[src/inc/rbat_defs.svh]
// Constants for the per-bit access-attribute register bank
`ifndef RBAT_DEFS_SVH
`define RBAT_DEFS_SVH

`define RBAT_W          16
`define RBAT_B_HWI      0
`define RBAT_B_RC       1
`define RBAT_B_RCW      2
`define RBAT_B_RSV      3
`define RBAT_B_ROC      4
`define RBAT_B_ROST     5
`define RBAT_B_RW       6
`define RBAT_B_W1C      7
`define RBAT_B_RWL      8
`define RBAT_B_ROSTK    9
`define RBAT_B_RWS      10
`define RBAT_B_W1CS     11
`define RBAT_B_RWSFR    12
`define RBAT_B_W1CSFR   13
`define RBAT_B_WT       14
`define RBAT_B_ZERO     15

`define RBAT_M_RDCLR    16'h0006
`define RBAT_M_WRALW    16'h0444
`define RBAT_M_W1C      16'h0880
`define RBAT_M_HOT      16'h00e6
`define RBAT_M_STICKY   16'h0d00
`define RBAT_M_QUAL     16'h0040
`define RBAT_M_STORE    16'h0ff7
`define RBAT_M_READ     16'h3ff7
`define RBAT_RST_VAL    16'h0100
`define RBAT_RO_CONST   16'h0010
`define RBAT_FR_RST     2'h0
`define RBAT_SYNC_W     2

`endif

[src/inc/rbat_pkg.sv]
// Types for the per-bit access-attribute register bank
`default_nettype none
package rbat_pkg;

	typedef struct packed {
		logic        rd;
		logic        wr;
		logic [15:0] wdata;
	} rbat_acc_t;

	typedef struct packed {
		logic rc;
		logic read_clear_writable_bit;
		logic w1c;
		logic w1cs;
		logic w1cs_fr;
	} rbat_evt_t;

	typedef struct packed {
		logic ro_stat;
		logic ros_stat;
	} rbat_stat_t;

endpackage : rbat_pkg
`default_nettype wire

[src/hw/rbat_bank.sv]
// One configuration word holding every bit access attribute
`include "rbat_defs.svh"
`default_nettype none
module rbat_bank (
	input  wire logic                core_clk_i,
	input  wire logic                rst_b_i,
	input  wire logic                hot_rst_i,
	input  wire logic                aux_power_i,
	input  wire logic                strap_i,
	input  wire logic                init_done_i,
	input  wire logic                write_unlock_control_i,
	input  wire rbat_pkg::rbat_acc_t  acc_i,
	input  wire rbat_pkg::rbat_evt_t  evt_i,
	input  wire rbat_pkg::rbat_stat_t stat_i,
	output logic [15:0]              rdata_o,
	output logic                     rvalid_o
);

	logic [1:0]  rst_sync_r;
	logic        rst_n;
	logic [1:0]  hot_sync_r;
	logic        hot_s;
	logic [1:0]  aux_sync_r;
	logic [1:0]  strap_sync_r;
	logic        init_seen_r;
	logic        init_seen_nxt;
	logic        init_pulse;
	logic        init_lock_r;
	logic        init_lock_nxt;
	logic [15:0] main_r;
	logic [15:0] main_nxt;
	logic [1:0]  fr_r;
	logic [1:0]  fr_nxt;
	logic [15:0] evt16;
	logic [15:0] wr_mask;
	logic [15:0] view;
	logic [15:0] rdata_r;
	logic [15:0] rdata_nxt;
	logic        rvalid_r;
	logic        rvalid_nxt;
	logic        qual;
	logic [15:0] d;

	// Reset release through two flops
	always_ff @(posedge core_clk_i or negedge rst_b_i) begin
		if (!rst_b_i) begin
			rst_sync_r <= 2'h0;
		end else begin
			rst_sync_r <= {rst_sync_r[0], 1'h1};
		end
	end
	assign rst_n = rst_sync_r[1];

	always_ff @(posedge core_clk_i or negedge rst_n) begin
		if (!rst_n) begin
			hot_sync_r <= 2'h0;
		end else begin
			hot_sync_r <= {hot_sync_r[0], hot_rst_i};
		end
	end
	assign hot_s = hot_sync_r[1];

	// No reset here: the pin level must be known at the release
	always_ff @(posedge core_clk_i) begin
		aux_sync_r   <= {aux_sync_r[0], aux_power_i};
		strap_sync_r <= {strap_sync_r[0], strap_i};
	end

	// Init pulse in the first cycle after release; lock after loading
	always_comb begin
		init_seen_nxt = 1'h1;
		init_lock_nxt = init_lock_r | init_done_i;
	end
	assign init_pulse = ~init_seen_r;

	always_ff @(posedge core_clk_i or negedge rst_n) begin
		if (!rst_n) begin
			init_seen_r <= 1'h0;
			init_lock_r <= 1'h0;
		end else begin
			init_seen_r <= init_seen_nxt;
			init_lock_r <= init_lock_nxt;
		end
	end

	assign d    = acc_i.wdata;
	assign qual = d[`RBAT_B_WT];

	always_comb begin
		evt16 = 16'h0000;
		evt16[`RBAT_B_RC]  = evt_i.rc;
		evt16[`RBAT_B_RCW] = evt_i.read_clear_writable_bit;
		evt16[`RBAT_B_W1C] = evt_i.w1c;
		evt16[`RBAT_B_W1CS] = evt_i.w1cs;
	end

	// Writable set per bit; RC, RO, reserved, WT and zero never appear
	always_comb begin
		wr_mask = `RBAT_M_WRALW;
		wr_mask[`RBAT_B_RWL] = write_unlock_control_i;
		wr_mask[`RBAT_B_HWI] = ~init_lock_r;
		wr_mask[`RBAT_B_RW]  = qual;
	end

	always_comb begin
		main_nxt = main_r;
		if (acc_i.rd) begin
			main_nxt = main_nxt & ~`RBAT_M_RDCLR;
		end
		if (acc_i.wr) begin
			main_nxt = (main_nxt & ~wr_mask) | (d & wr_mask);
			main_nxt = main_nxt & ~(d & `RBAT_M_W1C);
		end
		// Set after clear so no event is lost
		main_nxt = main_nxt | evt16;
		main_nxt[`RBAT_B_ROST]  = stat_i.ro_stat;
		main_nxt[`RBAT_B_ROSTK] = stat_i.ros_stat;
		if (init_pulse) begin
			main_nxt[`RBAT_B_HWI] = strap_sync_r[1];
		end
		if (hot_s) begin
			// Hot reset only touches the non-sticky group
			main_nxt = (main_nxt & ~`RBAT_M_HOT) |
			           (`RBAT_RST_VAL & `RBAT_M_HOT);
		end
		main_nxt = main_nxt & `RBAT_M_STORE;
	end

	always_ff @(posedge core_clk_i or negedge rst_n) begin
		if (!rst_n) begin
			main_r <= `RBAT_RST_VAL;
		end else begin
			main_r <= main_nxt;
		end
	end

	// Retained pair: bit 0 sticky read-write, bit 1 sticky write-one-clear
	always_comb begin
		fr_nxt = fr_r;
		if (acc_i.wr) begin
			fr_nxt[0] = d[`RBAT_B_RWSFR];
			fr_nxt[1] = fr_r[1] & ~d[`RBAT_B_W1CSFR];
		end
		fr_nxt[1] = fr_nxt[1] | evt_i.w1cs_fr;
		if (init_pulse && !aux_sync_r[1]) begin
			fr_nxt = `RBAT_FR_RST;
		end
	end

	// No async reset: cleared at release only without auxiliary power
	always_ff @(posedge core_clk_i) begin
		fr_r <= fr_nxt;
	end

	always_comb begin
		view = main_r | `RBAT_RO_CONST;
		view[`RBAT_B_RWSFR]  = fr_r[0];
		view[`RBAT_B_W1CSFR] = fr_r[1];
		view = view & `RBAT_M_READ;
	end

	always_comb begin
		rdata_nxt  = rdata_r;
		rvalid_nxt = acc_i.rd;
		if (acc_i.rd) begin
			rdata_nxt = view;
		end
	end

	always_ff @(posedge core_clk_i or negedge rst_n) begin
		if (!rst_n) begin
			rdata_r  <= 16'h0000;
			rvalid_r <= 1'h0;
		end else begin
			rdata_r  <= rdata_nxt;
			rvalid_r <= rvalid_nxt;
		end
	end

	assign rdata_o  = rdata_r;
	assign rvalid_o = rvalid_r;
endmodule : rbat_bank
`default_nettype wire

[config.mk]
export PLATFORM = sky130hd
export DESIGN_NAME = rbat_bank
export DESIGN_NICKNAME = d
export VERILOG_FILES = /design/src/inc/rbat_pkg.sv /design/src/hw/rbat_bank.sv
export VERILOG_INCLUDE_DIRS = /design/src /design/src/inc
export SDC_FILE = /design/constraint.sdc
export NUM_CORES = 1
export LEC_CHECK = 0
export BUFFER_PORTS_ARGS = -buffer_cell sky130_fd_sc_hd__clkbuf_2
export CORE_MARGIN = 3
export CORE_UTILIZATION = 45
export DETAILED_ROUTE_END_ITERATION = 10
export PLACE_DENSITY = 0.75
export SYNTH_ARGS = -nofsm -noshare
export SYNTH_HDL_FRONTEND = slang
export SYNTH_SLANG_ARGS = --single-unit
[constraint.sdc]
create_clock -name core_clk_i -period 2.58 [get_ports core_clk_i]
set_input_delay 0.129 -clock core_clk_i [delete_from_list [all_inputs] [get_ports core_clk_i]]
set_output_delay 0.129 -clock core_clk_i [all_outputs]
set_load 0.02 [all_outputs]
==> flow_summary_export.csv <==
group,metric,value,unit
run_status,status,"finished, final reports clean",
yosys,syn_area,1240,sq um
yosys,async_reset_ff_frac,0.833,
yosys,synth_warnings,0,
clock_network,h-tree-depth,2,
floorplan,start_util,0.489,
setup_path,crit_fanout,28,
clock_network,cts.sinks,36,
setup_path,regToRegSetupSlack,1480,ps
final_layout,layout-drive-gt1-share,0.475,
setup_path,ff2ff_path_depth,0,
floorplan,die_w,58.6,microns
floorplan,die-area,3430,sq um
clock_network,cts_root_buf,"clkbuf_4",
setup_path,cp.required,2890,ps
global_routing,first_global_vias,787,
detailed_routing,drt-initial-drc-count,9,
final_layout,fin_nets,170,
yosys,ys_types,24,
setup_path,r2r_start,"rst_sync_r[1]$_DFF_PN0_",
yosys,synth_cells,84,
yosys,seq_area_frac_synth,0.701,
floorplan,die_h,58.6,microns
run,drv_cap,0,
timing,min_period,1100,ps
setup_path,worst-path-stages,0,
timing,worstMarginPinSlew,1070,ps
timing,finalMaxSlewViolations,0,
global_routing,grt_remaining_overflow,0,
global_routing,grtUsageTotal,0.146,
worst_hold_path,hold_path.startpoint,"acc_i[10]",
worst_hold_path,min_path_cells,2,
clock_network,clk_latency,340,ps
yosys,syn_avg_cell_area,14.8,sq um
timing,rsz0062_at_grt,"no",
setup_path,startpoint_type,"register",
detailed_routing,via_count,791,
timing,clock_skew,10.9,ps
setup_path,arrival,1410,ps
detailed_routing,dr.pass1.iters,3,
floorplan,pin_count,49,
detailed_routing,avgViaCountPerCell,4.68,
pwr,power_density,714,nW/um^2
yosys,synth_top_area_frac,0.584,
clock_network,cts_hold_buf,9,
timing,setup_viol,0,
floorplan,coreArea,2540,sq um
setup_path,path_class,"register to async pin",
global_routing,grt_pass1_wl,3540,microns
global_routing,antenna_found_initial,0,
worst_hold_path,hold_path_class,"input pin to register",
pwr,ir_drop,0.624,mV
clock_network,cts_resized,0,
yosys,yosysMostFrequentCell,"dfrtp_1",
timing,relSlewSlack,0.288,
detailed_routing,final_antenna_net_count,0,
floorplan,rows,18,
detailed_routing,routed_wl,2190,microns
setup_path,worstSetupEndpointType,"async pin",
timing,finalHoldViolCount,0,
clock_network,cts_tree,"yes",
placement,gp_congestion,0.633,
setup_path,r2r_end,"rdata_o[9]$_DFFE_PN0P_",
yosys,synth_top_cell_by_area,"dfrtp_1",
timing,tns,0,ps
yosys,synth-main-ff-cell,"dfrtp_1",
yosys,synth_edf_count,0,
clock_network,postCtsSetupRepairBufs,0,
timing,period_share,0.427,
final_layout,antenna-diode-count,0,
yosys,yosys-top-cells-count,"dfrtp_1 (29), mux2_2 (14), dfxtp_1 (6)",
worst_hold_path,min_delay_worst_endpoint,"main_r[10]$_DFFE_PN0P_",
detailed_routing,avgRoutedWirePerCell,12.9,microns
global_routing,grt_max_degree,29,
timing,max_freq,907,MHz
placement,hpwl,1470,microns
pwr,p_leak,0.787,nW
final_layout,area_delta_synth_final,31.3,%
yosys,synth-seq-cells,36,
placement,post_dp_cell_area,1450,sq um
final_layout,stdcell_area,1630,sq um
clock_network,clock_path_buffers,2,
clock_network,clk_pin_slew,110,ps
yosys,synth.area.top_cells,"dfrtp_1 (58%), mux2_2 (13%), dfxtp_1 (9.7%)",
placement,port_buffers,39,
detailed_routing,drcViolationCount,0,
clock_network,numCtsBuffers,5,
final cells by class:
| cell class | count | area (sq um) |
|---|---|---|
| timing repair buffer | 49 | 295 |
| multi-input combinational | 45 | 344 |
| clock buffer | 5 | 37.5 |
| clock inverter | 3 | 42.5 |
| sequential | 36 | 872 |
| fill | 210 | 912 |
| tap | 30 | 37.5 |
| inverter | 1 | 3.75 |
worst max-delay path by stage:
| stage | from | endpoint | slack (ps) |
|---|---|---|---|
| after detailed placement | rst_sync_r[1]$_DFF_PN0_ | rdata_o[9]$_DFFE_PN0P_ | 1380 |
| after global routing | rst_sync_r[1]$_DFF_PN0_ | main_r[10]$_DFFE_PN0P_ | 1240 |
| after global placement | rst_sync_r[1]$_DFF_PN0_ | main_r[11]$_DFF_PN0_ | 1440 |
| after CTS | rst_sync_r[1]$_DFF_PN0_ | main_r[9]$_DFF_PN0_ | 1370 |
| final | rst_sync_r[1]$_DFF_PN0_ | rdata_o[9]$_DFFE_PN0P_ | 1480 |
| after floorplan | rst_sync_r[1]$_DFF_PN0_ | hot_sync_r[0]$_DFF_PN0_ | 1690 |
cell families (layout without fill, tap and decap cells):
logic type	Yosys count	in the layout	synth area share
flip-flops	36	36	0.701
multiplexers	15	15	0.135
AND/OR/NAND/NOR	14	14	0.0634
AO/OA/AOI/OAI	11	11	0.0634
buffers and inverters	6	58	0.0312
other	2	5	0.00604
power by group:
| part | switching [mW] | internal (mW) |
|---|---|---|
| Clock | 0.185 | 0.202 |
| Combinational | 0.0693 | 0.0708 |
| Sequential | 0.0294 | 0.609 |
layer usage:
metal,track usage,share of wire,vias to the layer above
met5,0,0,-
li1,-,-,383
met2,0.233,0.47,33
met4,0.0583,0.011,0
met1,0.170,0.43,372
met3,0.0680,0.083,3
placed cells by master, fill, tap and decap left out:
master	n
clkbuf_2	39
clkinvlp_4	1
a21boi_0	2
or3b_1	1
nand2_1	3
nor2b_1	2
nand4b_1	1
nand3_1	1
dfstp_2	1
mux2i_1	1
clkinv_2	1
clkbuf_4	5
nand2b_1	2
bufinv_16	1
inv_1	1
nor2_1	2
or2_2	2
mux2_2	14
a21o_1	1
a21oi_1	4
o211ai_1	1
conb_1	5
o21ba_2	1
dfrtp_1	29
a21bo_2	1
dfxtp_1	6
o22a_1	1
dlygate4sd3_1	10
through the flow:
stage | setup slack [ps] | util | total power [mW] | std cells | hold WS, ps
after floorplan | 1690 | - | 0.728 | 87 | -167
after global placement | 1440 | 0.571 | 0.776 | 151 | -84.9
after detailed placement | 1380 | 0.571 | 0.781 | 151 | -80.6
after CTS | 1370 | 0.638 | 1.18 | 168 | 5.00
after global routing | 1240 | 0.642 | 1.22 | 169 | 3.01
final | 1480 | 0.642 | 1.17 | 169 | 22.6
flip-flops by register name, summed over array words and instances (netlist names), named ones only:
name	count
rdata_o	13
main_r	9
aux_sync_r	2
fr_r	2
hot_sync_r	2
rst_sync_r	2
strap_sync_r	2
init_lock_r	1
init_seen_r	1
rvalid_o	1
Note: power is estimated with default switching activity, not from simulation.
